$ cat config.mk
export PLATFORM = sky130hd
export DESIGN_NAME = filter_route
export DESIGN_NICKNAME = d
export VERILOG_FILES = /design/src/hw/rx_route_pkg.sv /design/src/hw/route_if.sv /design/src/hw/filter_route.sv /design/src/hw/dest_decoder.sv
export SDC_FILE = /design/constraint.sdc
export NUM_CORES = 1
export LEC_CHECK = 0
export BUFFER_PORTS_ARGS = -buffer_cell sky130_fd_sc_hd__buf_2
export CORE_UTILIZATION = 35
export CTS_BUF_LIST = sky130_fd_sc_hd__clkbuf_4
export CTS_CLUSTER_SIZE = 10
export DETAILED_ROUTE_END_ITERATION = 8
export GPL_ROUTABILITY_DRIVEN = 0
export PLACE_DENSITY = 0.67
export SETUP_SLACK_MARGIN = 0.5
export SYNTH_ARGS = -nofsm -noshare
export SYNTH_HDL_FRONTEND = slang
export SYNTH_SLANG_ARGS = --single-unit
$ cat constraint.sdc
create_clock -name pclk -period 1.84 [get_ports pclk]
set_clock_uncertainty 0.05 [all_clocks]
set_input_delay 0.092 -clock pclk [delete_from_list [all_inputs] [get_ports pclk]]
set_output_delay 0.092 -clock pclk [all_outputs]
set_load 0.01 [all_outputs]
$ cat src/hw/rx_route_pkg.sv
// constants and types for the receive filter routing block
package rx_route_pkg;
   localparam int         NUM_FILTERS   = 4;
   localparam int         FIELD_W       = 4;
   localparam int         REG_W         = 16;
   localparam logic [11:0] ADDR_POINTER = 12'h000;
   localparam logic [11:0] ADDR_STATUS  = 12'h004;
   localparam logic [15:0] POINTER_RESET = 16'h0000;
   localparam logic [3:0]  DEST_FIFO    = 4'hF;
   localparam int         NUM_BUFFERS   = 15;
   localparam int         F4_LSB        = 0;
   localparam int         F5_LSB        = 4;
   localparam int         F6_LSB        = 8;
   localparam int         F7_LSB        = 12;
   typedef struct packed {
      logic [15:0] pointer_r;
      logic [14:0] buf_we_r;
      logic        fifo_we_r;
      logic [3:0]  last_dest_r;
      logic        last_valid_r;
      logic [31:0] prdata_r;
      logic        pready_r;
      logic        pslverr_r;
   } state_t;
endpackage

$ cat src/hw/route_if.sv
// carrier between the top and one filter destination decoder
`timescale 1ns/100ps
interface route_if;
   logic        hit;
   logic [3:0]  dest;
   logic [14:0] buf_sel;
   logic        fifo_sel;
   modport top (output hit, output dest, input buf_sel, input fifo_sel);
   modport dec (input hit, input dest, output buf_sel, output fifo_sel);
endinterface

$ cat src/hw/filter_route.sv
// routing register for filters 4 to 7 with apb access and write selects
//
// Operation
// RULE_01 - filter 7 destination from bits 15:12
// RULE_02 - filter 6 destination from bits 11:8
// RULE_03 - filter 5 destination from bits 7:4
// RULE_04 - filter 4 destination from bits 3:0
// RULE_05 - code all ones routes to receive fifo
// RULE_06 - codes 0 to 14 select that buffer
// RULE_07 - fields read/write, reset to zero
//
// The register addresses and the APB register port were chosen for this implementation.
`timescale 1ns/100ps
module filter_route (
   input  wire logic        pclk,
   input  wire logic        presetn,
   input  wire logic        psel,
   input  wire logic        penable,
   input  wire logic        pwrite,
   input  wire logic [11:0] paddr,
   input  wire logic [31:0] pwdata,
   input  wire logic [3:0]  pstrb,
   output logic [31:0]      prdata,
   output logic             pready,
   output logic             pslverr,
   input  wire logic [3:0]  filter_hit,
   output logic [14:0]      buf_write_sel,
   output logic             fifo_write_sel,
   output logic [15:0]      filter4to7_buffer_pointer
);
   rx_route_pkg::state_t s_r;
   rx_route_pkg::state_t s_nxt;

   route_if rif [rx_route_pkg::NUM_FILTERS] ();

   logic [3:0] dest_of [rx_route_pkg::NUM_FILTERS];
   // one decoder per filter keeps the four routes identical
   always_comb begin
      dest_of[0] = s_r.pointer_r[rx_route_pkg::F4_LSB +: 4]; // RULE_04
      dest_of[1] = s_r.pointer_r[rx_route_pkg::F5_LSB +: 4]; // RULE_03
      dest_of[2] = s_r.pointer_r[rx_route_pkg::F6_LSB +: 4]; // RULE_02
      dest_of[3] = s_r.pointer_r[rx_route_pkg::F7_LSB +: 4]; // RULE_01
   end

   logic [14:0] bsel [rx_route_pkg::NUM_FILTERS];
   logic [3:0]  fsel;
   genvar g;
   generate
      for (g = 0; g < rx_route_pkg::NUM_FILTERS; g++) begin : g_dec
         assign rif[g].hit  = filter_hit[g];
         assign rif[g].dest = dest_of[g];
         assign bsel[g]     = rif[g].buf_sel;
         assign fsel[g]     = rif[g].fifo_sel;
         dest_decoder u_dec (
            .r (rif[g])
         );
      end
   endgenerate

   logic access;
   logic hit_any;
   assign access  = psel & penable & ~s_r.pready_r;
   assign hit_any = |filter_hit;

   always_comb begin
      s_nxt           = s_r;
      s_nxt.pready_r  = 1'b0;
      s_nxt.pslverr_r = 1'b0;
      // several hits at once merge; the filter logic normally hits one
      s_nxt.buf_we_r  = bsel[0] | bsel[1] | bsel[2] | bsel[3];
      s_nxt.fifo_we_r = |fsel;
      if (hit_any) begin
         s_nxt.last_valid_r = 1'b1;
         for (int i = rx_route_pkg::NUM_FILTERS - 1; i >= 0; i--) begin
            if (filter_hit[i]) begin
               s_nxt.last_dest_r = dest_of[i];
            end
         end
      end
      if (access) begin
         s_nxt.pready_r = 1'b1;
         s_nxt.prdata_r = '0;
         if (paddr == rx_route_pkg::ADDR_POINTER) begin
            if (pwrite) begin
               if (pstrb[0]) begin
                  s_nxt.pointer_r[7:0] = pwdata[7:0]; // RULE_07
               end
               if (pstrb[1]) begin
                  s_nxt.pointer_r[15:8] = pwdata[15:8]; // RULE_07
               end
            end else begin
               s_nxt.prdata_r[15:0] = s_r.pointer_r; // RULE_07
            end
         end else if (paddr == rx_route_pkg::ADDR_STATUS) begin
            if (!pwrite) begin
               s_nxt.prdata_r[4:0] = {s_r.last_valid_r, s_r.last_dest_r};
            end
         end else begin
            s_nxt.pslverr_r = 1'b1;
         end
      end
   end

   always_ff @(posedge pclk or negedge presetn) begin
      if (!presetn) begin
         s_r           <= '0;
         s_r.pointer_r <= rx_route_pkg::POINTER_RESET; // RULE_07
      end else begin
         s_r <= s_nxt;
      end
   end

   assign prdata                    = s_r.prdata_r;
   assign pready                    = s_r.pready_r;
   assign pslverr                   = s_r.pslverr_r;
   assign buf_write_sel             = s_r.buf_we_r;
   assign fifo_write_sel            = s_r.fifo_we_r;
   assign filter4to7_buffer_pointer = s_r.pointer_r;

   a_f7_route: assert property (@(posedge pclk) disable iff (!presetn) // RULE_01
      (filter_hit == 4'h8 && s_r.pointer_r[15:12] != 4'hF)
      |=> buf_write_sel[$past(s_r.pointer_r[15:12])])
      else $error("filter 7 hit missed its buffer");
   a_f6_route: assert property (@(posedge pclk) disable iff (!presetn) // RULE_02
      (filter_hit == 4'h4 && s_r.pointer_r[11:8] != 4'hF)
      |=> buf_write_sel[$past(s_r.pointer_r[11:8])])
      else $error("filter 6 hit missed its buffer");
   a_f5_route: assert property (@(posedge pclk) disable iff (!presetn) // RULE_03
      (filter_hit == 4'h2 && s_r.pointer_r[7:4] != 4'hF)
      |=> buf_write_sel[$past(s_r.pointer_r[7:4])])
      else $error("filter 5 hit missed its buffer");
   a_f4_route: assert property (@(posedge pclk) disable iff (!presetn) // RULE_04
      (filter_hit == 4'h1 && s_r.pointer_r[3:0] != 4'hF)
      |=> buf_write_sel[$past(s_r.pointer_r[3:0])])
      else $error("filter 4 hit missed its buffer");
   a_fifo_route: assert property (@(posedge pclk) disable iff (!presetn) // RULE_05
      (filter_hit == 4'h1 && s_r.pointer_r[3:0] == 4'hF)
      |=> fifo_write_sel && buf_write_sel == 15'h0000)
      else $error("fifo code did not route to fifo");
   a_buf_onehot: assert property (@(posedge pclk) disable iff (!presetn) // RULE_06
      ($onehot(filter_hit) && !(|fsel)) |=> $onehot(buf_write_sel)
      && !fifo_write_sel)
      else $error("buffer select not one-hot");
   a_no_hit_idle: assert property (@(posedge pclk) disable iff (!presetn) // RULE_06
      (filter_hit == 4'h0) |=> buf_write_sel == 15'h0000 && !fifo_write_sel)
      else $error("select without hit");
   a_write_read: assert property (@(posedge pclk) disable iff (!presetn) // RULE_07
      (access && pwrite && paddr == rx_route_pkg::ADDR_POINTER
       && pstrb[1:0] == 2'h3)
      |=> filter4to7_buffer_pointer == $past(pwdata[15:0]))
      else $error("pointer write not stored");
   a_ready_one: assert property (@(posedge pclk) disable iff (!presetn)
      pready |=> !pready)
      else $error("pready held too long");
   c_fifo: cover property (@(posedge pclk) disable iff (!presetn)
      fifo_write_sel);
   c_buf14: cover property (@(posedge pclk) disable iff (!presetn)
      buf_write_sel[14]);
   c_write: cover property (@(posedge pclk) disable iff (!presetn)
      access && pwrite);
   c_merge: cover property (@(posedge pclk) disable iff (!presetn)
      filter_hit == 4'hF);
   c_partial: cover property (@(posedge pclk) disable iff (!presetn)
      access && pwrite && pstrb[1:0] == 2'h1);

   // bus side: one wait state, answer stands a single cycle
   a_access_ready: assert property (@(posedge pclk) disable iff (!presetn)
      access
      |=> pready)
      else $error("access phase not answered");
   a_unmapped_err: assert property (@(posedge pclk) disable iff (!presetn)
      (access && paddr != rx_route_pkg::ADDR_POINTER
       && paddr != rx_route_pkg::ADDR_STATUS)
      |=> pslverr)
      else $error("unmapped access without error");
   a_err_no_write: assert property (@(posedge pclk) disable iff (!presetn) // RULE_07
      (access && pwrite && paddr != rx_route_pkg::ADDR_POINTER)
      |=> $stable(filter4to7_buffer_pointer))
      else $error("foreign write changed pointer");
   a_read_value: assert property (@(posedge pclk) disable iff (!presetn) // RULE_07
      (access && !pwrite && paddr == rx_route_pkg::ADDR_POINTER)
      |=> prdata == {16'h0000, $past(s_r.pointer_r)})
      else $error("pointer read wrong");
   a_status_read: assert property (@(posedge pclk) disable iff (!presetn)
      (access && !pwrite && paddr == rx_route_pkg::ADDR_STATUS)
      |=> prdata == {27'h0000000, $past(s_r.last_valid_r),
                     $past(s_r.last_dest_r)})
      else $error("status read wrong");
   a_byte_low: assert property (@(posedge pclk) disable iff (!presetn) // RULE_07
      (access && pwrite && paddr == rx_route_pkg::ADDR_POINTER
       && pstrb[1:0] == 2'h1)
      |=> filter4to7_buffer_pointer == {$past(s_r.pointer_r[15:8]),
                                        $past(pwdata[7:0])})
      else $error("low byte write wrong");
   a_byte_high: assert property (@(posedge pclk) disable iff (!presetn) // RULE_07
      (access && pwrite && paddr == rx_route_pkg::ADDR_POINTER
       && pstrb[1:0] == 2'h2)
      |=> filter4to7_buffer_pointer == {$past(pwdata[15:8]),
                                        $past(s_r.pointer_r[7:0])})
      else $error("high byte write wrong");
   a_no_access_hold: assert property (@(posedge pclk) disable iff (!presetn) // RULE_07
      !access |=> $stable(filter4to7_buffer_pointer))
      else $error("pointer changed without access");
   a_slverr_pair: assert property (@(posedge pclk) disable iff (!presetn)
      pslverr |-> pready)
      else $error("error without ready");

   // route side: the fifo code must never leak into a buffer select
   a_f7_fifo: assert property (@(posedge pclk) disable iff (!presetn) // RULE_05
      (filter_hit == 4'h8 && s_r.pointer_r[15:12] == 4'hF)
      |=> fifo_write_sel && buf_write_sel == 15'h0000)
      else $error("filter 7 fifo code missed fifo");
   a_f6_fifo: assert property (@(posedge pclk) disable iff (!presetn) // RULE_05
      (filter_hit == 4'h4 && s_r.pointer_r[11:8] == 4'hF)
      |=> fifo_write_sel && buf_write_sel == 15'h0000)
      else $error("filter 6 fifo code missed fifo");
   a_f5_fifo: assert property (@(posedge pclk) disable iff (!presetn) // RULE_05
      (filter_hit == 4'h2 && s_r.pointer_r[7:4] == 4'hF)
      |=> fifo_write_sel && buf_write_sel == 15'h0000)
      else $error("filter 5 fifo code missed fifo");
   a_fifo_no_hit: assert property (@(posedge pclk) disable iff (!presetn) // RULE_05
      fifo_write_sel
      |-> $past(|filter_hit))
      else $error("fifo select without hit");
   a_seen_flag: assert property (@(posedge pclk) disable iff (!presetn)
      hit_any |=> s_r.last_valid_r)
      else $error("hit not recorded");
endmodule

$ cat src/hw/dest_decoder.sv
// decodes one filter's destination code into buffer and fifo selects
`timescale 1ns/100ps
module dest_decoder (
   route_if.dec r
);
   always_comb begin
      r.buf_sel  = '0;
      r.fifo_sel = 1'b0;
      if (r.hit) begin
         if (r.dest == rx_route_pkg::DEST_FIFO) begin
            r.fifo_sel = 1'b1; // RULE_05
         end else begin
            r.buf_sel[r.dest] = 1'b1; // RULE_06
         end
      end
   end
endmodule

# After elaboration in Yosys (flattened, before gate mapping)
# Cells that the tools add are included.
# op_classes
n_eq_ne,5
n_lt_le_gt_ge,8
muxes,36
bitwise,6
n_reduce_logical,11
# op_table
operator,n
$mux 15,8
$or 15x15->15,3
$lt 4x5->1 const B,4
$demux 1 s4,4
$eq 4x4->1 const B,4
$ge 4x1->1 const B,4
$mux 16,1
$mux 4,4
$mux 5,3
$mux 1,14
$eq 12x3->1 const B,1
$logic_not 12->1,1
$mux 11,1
$reduce_and 4->1,2
$reduce_or 4->1,2
$logic_and 1x1->1,4
$reduce_bool 4->1,1
$and 1x1->1,2
$mux 2,1
$reduce_and 2->1,1
$not 1->1,1
# word_totals
elab_cells,75
regBits,55

# Logic depth before layout (Yosys ltp)
# depth
ltp_word,9
mapped_depth,6
ltp_nobuf,4

# Hierarchy
# A second synthesis with hierarchy kept.
# unflattened
cells_unflattened,316
area_unflattened_um2,3226.8
# modules_own_cells
mod,seq_area_each_um2,area_each_um2,n_inst,cells_each
filter_route,1376.3,2746.4,1,224
dest_decoder,0.0,120.1,4,23

# Least setup slack after synthesis
# Ideal clock, no wire load.
# synth_path
path_kind,register -> register
from,"register s_r, in the netlist pready"
to,"register s_r, in the netlist filter4to7_buffer_pointer[0]"
n_path_buf,0
t_arrival_ns,1.399
synth_period_minus_slack_ns,1.574
setup_ns,0.125
stages_incl_launch_ff,5
setup_slack_ns,0.266
t_required_ns,1.665
path_cell_list,dfrtp_1 > and4bb_1 > and4_4 > nand3_4 > mux2_4
# synth_between
elab_chain_len,3
# synth_lines
item,line,rtl
"start, declared",filter_route.sv:31,rx_route_pkg::state_t s_r;
"start signal, assigned",filter_route.sv:109,s_r <= s_nxt;
$not 1->1,filter_route.sv:62,assign access = psel & penable & ~s_r.pready_r;
$and 1x1->1,filter_route.sv:62,
$reduce_and 4->1 (no line),n/a,
# Every way passes these cells.
# A chain may end at the register's enable or synchronous reset.

# Final worst setup path
# layout_path
from,"register s_r, in the netlist pready"
to,"register s_r, in the netlist filter4to7_buffer_pointer[15]"
# The elaborated chain is that of the path after synthesis.

==> results_tabular.tex <==
\begin{tabular}{lr}
\hline
Metric & Value \\
\hline
\multicolumn{2}{l}{\textbf{Run status}} \\
Status & completed \\
\multicolumn{2}{l}{\textbf{Final layout}} \\
Area occupied by multi-input gates & 1314 sq um \\
Final std cell area, no fill & 3835 sq um \\
Post-layout util & 43.76\% \\
Net total in the final layout & 427 \\
Non-filler instance count after layout & 479 \\
Sequential Area & 1388 sq um \\
Number of filler cells placed in the layout & 870 \\
Diode insertion count for antenna repair & 0 \\
Post-synthesis to final-layout area growth & 20.96\% \\
Share of layout cells above drive strength 1 & 41.51\% \\
\multicolumn{2}{l}{\textbf{Drt}} \\
First DRT Iteration DRCs & 131 \\
Post-detailed-route wirelength per cell & 16.33 um \\
Total DRC errors in the routed layout & 0 \\
M1 wire length & 3387 um \\
Uppermost routed layer & met4 \\
Number of nets with antenna violations after detailed routing & 0 \\
Met2 wire length & 3758 um \\
Vias post-DR & 2439 \\
Routed Wire Length & 7822 um \\
Length of routed met3 wiring & 453 um \\
Via-per-instance ratio & 5.092 \\
Drt pass-1 iters & 4 \\
\multicolumn{2}{l}{\textbf{Pwr}} \\
Share of power burned in registers & 58.4\% \\
Internal power component & 0.001603 W \\
Power per unit of standard cell area & 544.4 nW/um\^{}2 \\
Reported leakage power & 1.974 nW \\
Comb pwr share & 10.4\% \\
Net switching power & 0.0004850 W \\
Sw Ratio & 23.23\% \\
Worst vdd rail ir drop & 301.9 uV \\
Clk pwr share & 31.3\% \\
\multicolumn{2}{l}{\textbf{Clocking}} \\
Root Buffer & sky130\_fd\_sc\_hd\_\_clkbuf\_4 \\
Buffers from clock root to sink, at most & 2 \\
Source-to-sink clock delay at the later pin of the worst-skew pair & 0.38 ns \\
TritonCTS clock tree & done \\
Sinks on the clock net & 55 \\
Number of buffers inserted during clock tree synthesis & 5 \\
Number of levels the H-tree was split into & 2 \\
Clock-pin transition on the worst setup and hold timing paths & 0.15 ns \\
\multicolumn{2}{l}{\textbf{Floorplanning}} \\
Vertical die dimension & 97.18 um \\
Area of the core & 8763 sq um \\
Die X & 97.18 um \\
Effective utilization at floorplan & 36.18\% \\
Num rows & 34 \\
Area of the die & 9443 sq um \\
Number of ports placed on the die boundary & 123 \\
\multicolumn{2}{l}{\textbf{GRT}} \\
GRT Total Usage & 16.56\% \\
Sum of overflow across all layers after global routing & 0 \\
Wire length of the first global-routing pass & 12430 um \\
Pin count of the biggest net entering global routing & 32 \\
Vias in the first global route & 2492 \\
Number of antenna violations at the first check in global routing & 0 \\
\multicolumn{2}{l}{\textbf{Worst setup path}} \\
Crit. End Element & flop \\
Type of element launching the critical path & flop \\
Critical path type & reg -> reg \\
Data required time of the worst path & 2.07 ns \\
Data arrival, critical path & 1.85 ns \\
CP max FO & 8 \\
\multicolumn{2}{l}{\textbf{Logic synthesis}} \\
Count of flip-flops with a built-in enable after synthesis & 0 \\
Total of warnings raised by yosys & 0 \\
Share of flip-flops with an asynchronous set or reset after synthesis & 100.0\% \\
Flip-flop and latch count after synthesis & 55 \\
Ys flop type & sky130\_fd\_sc\_hd\_\_dfrtp\_1 \\
Library cell with the highest instance count after synthesis & sky130\_fd\_sc\_hd\_\_buf\_4 \\
Top cells by area in the synthesized netlist & sky130\_fd\_sc\_hd\_\_dfrtp\_1 43\%, sky130\_fd\_sc\_hd\_\_buf\_4 15\%, sky130\_fd\_sc\_hd\_\_mux2\_4 7.6\%, sky130\_fd\_sc\_hd\_\_mux2i\_1 3.5\%, sky130\_fd\_sc\_hd\_\_a22o\_1 3.0\% \\
Mean post-synth cell area & 10.78 sq um \\
Seq/Total Area, Yosys & 43.41\% \\
Fraction of synthesized cell area taken by the top area cell type & 43.41\% \\
Number of cells produced by synthesis & 294 \\
Post-synth top area cell & sky130\_fd\_sc\_hd\_\_dfrtp\_1 \\
Area of the mapped netlist & 3171 sq um \\
Number of library cell types mapped by synthesis & 42 \\
Synth cell count leaders & 63 x sky130\_fd\_sc\_hd\_\_buf\_4, 55 x sky130\_fd\_sc\_hd\_\_dfrtp\_1, 18 x sky130\_fd\_sc\_hd\_\_nand2\_1 \\
\multicolumn{2}{l}{\textbf{Placed design}} \\
Count of placed standard cells including taps & 433 \\
Setup slack at placement & 0.2035 ns \\
HPWL after detailed placement & 5385 um \\
Placed cell areas & 3314 sq um \\
Quantity of I/O buffers inserted on ports & 88 \\
\multicolumn{2}{l}{\textbf{STA}} \\
Min Clock Period, post-route & 1.623 ns \\
Final Cycle Share & 88.19\% \\
Worst Setup Slack, final & 0.2173 ns \\
Final count of negative-setup-slack endpoints & 0 \\
Total negative slack for setup checks & 0 ns \\
RSZ-0062 raised after global routing & yes \\
Transition time at the pin with the least slew margin & 0.5891 ns \\
Achievable Freq & 0.6163 GHz \\
Final Hold Viols & 0 \\
Remaining max-slew budget at the tightest pin & 60.73\% \\
Fin. max-slew vios & 0 \\
\multicolumn{2}{l}{\textbf{Run}} \\
Max-capacitance violation count & 0 \\
\multicolumn{2}{l}{\textbf{Min path}} \\
Type of the tightest min-delay check & in -> reg \\
\hline
\end{tabular}
-- cell families after synthesis --
logic type | share of synthesized area (%)
AO/OA/AOI/OAI | 14.01
flip-flops | 43.41
other | 0.1183
AND/OR/NAND/NOR | 13.89
buffers and inverters | 17.52
multiplexers | 11.05
-- state kept, by name, indices dropped and copies added (netlist names) --
register	flops
filter4to7_buffer_pointer	16
prdata	16
buf_write_sel	15
s_r	5
fifo_write_sel	1
pready	1
pslverr	1
-- timing repair --
action	in CTS	in global routing
hold endpoints to repair	42	0
cloned	1	2
hold buffers	21	0
pin swaps	4	18
setup buffers	8	6
endpoints found under the setup margin	45	51
gates resized for setup	16	15
-- final timing paths --
| kind | from | slack [ns] | cells past startpoint | end |
|---|---|---|---|---|
| max in group asynchronous | presetn | 0.99 | 3 | filter4to7_buffer_pointer[7]$_DFFE_PN0P_ |
| worst max-delay path | pready$_DFF_PN0_ | 0.22 | 4 | filter4to7_buffer_pointer[15]$_DFFE_PN0P_ |
| worst min-delay path | paddr[10] | 0.07 | 4 | prdata[0]$_DFFE_PN0P_ |
| worst max register to register | pready$_DFF_PN0_ | 0.22 | 4 | filter4to7_buffer_pointer[15]$_DFFE_PN0P_ |
| worst min register to register | s_r[34]$_DFFE_PN0P_ | 0.44 | 1 | s_r[34]$_DFFE_PN0P_ |
| min in group asynchronous | presetn | 0.18 | 2 | prdata[12]$_DFFE_PN0P_ |
-- metrics by stage --
stage | power, W | hold WS, ns
final | 0.002088 | 0.07244
after global routing | 0.002182 | 0.08670
after CTS | 0.002088 | 0.06269
after detailed placement | 0.001397 | 0.06775
after global placement | 0.001393 | 0.06800
after floorplan | 0.001332 | -0.2536
-- layout make-up --
| class | count | area share [%] |
|---|---|---|
| Timing Repair Buffer | 130 | 23.46 |
| Tap cell | 108 | 3.524 |
| Clock buffer | 5 | 0.9788 |
| Multi-Input combinational cell | 172 | 34.26 |
| Clock inverter | 3 | 1.011 |
| Sequential cell | 55 | 36.18 |
| Inverter | 6 | 0.5873 |
-- power groups by stage --
| stage | sequential, W | clock, W | combinational (W) |
|---|---|---|---|
| after detailed placement | 0.00124 | 0 | 0.000155 |
| after CTS | 0.00122 | 0.000677 | 0.000192 |
| after global routing | 0.00122 | 0.000725 | 0.000236 |
| after floorplan | 0.00124 | 0 | 0.0000902 |
| final | 0.00122 | 0.000653 | 0.000217 |
| after global placement | 0.00124 | 0 | 0.000152 |
-- critical path, cell delays in order, from the launching register on --
cell and delay (ns):
sky130_fd_sc_hd__dfrtp_1 0.40, sky130_fd_sc_hd__and4bb_1 0.28, sky130_fd_sc_hd__and4_4 0.27, sky130_fd_sc_hd__nand3_4 0.18, sky130_fd_sc_hd__mux2_4 0.34
-- placed cells by master (no fill, tap or decap), types with 9 or more instances in the layout --
| cell type | n |
|---|---|
| sky130_fd_sc_hd__buf_4 | 11 |
| sky130_fd_sc_hd__o221ai_1 | 10 |
| sky130_fd_sc_hd__mux2i_1 | 11 |
| sky130_fd_sc_hd__nor2_1 | 12 |
| sky130_fd_sc_hd__dfrtp_1 | 46 |
| sky130_fd_sc_hd__buf_2 | 88 |
| sky130_fd_sc_hd__conb_1 | 16 |
| sky130_fd_sc_hd__dlygate4sd3_1 | 21 |
| sky130_fd_sc_hd__dfrtp_2 | 9 |
| sky130_fd_sc_hd__a22o_1 | 11 |
| sky130_fd_sc_hd__mux2_4 | 16 |
| sky130_fd_sc_hd__nand2_1 | 18 |
-- per-layer routing --
metal	up-vias	GRT usage, %
met5	-	0
met4	0	7.922
met3	22	3.381
met2	97	27.63
met1	1192	20.43
li1	1128	-
No activity file was read; power rests on OpenSTA's default activity.
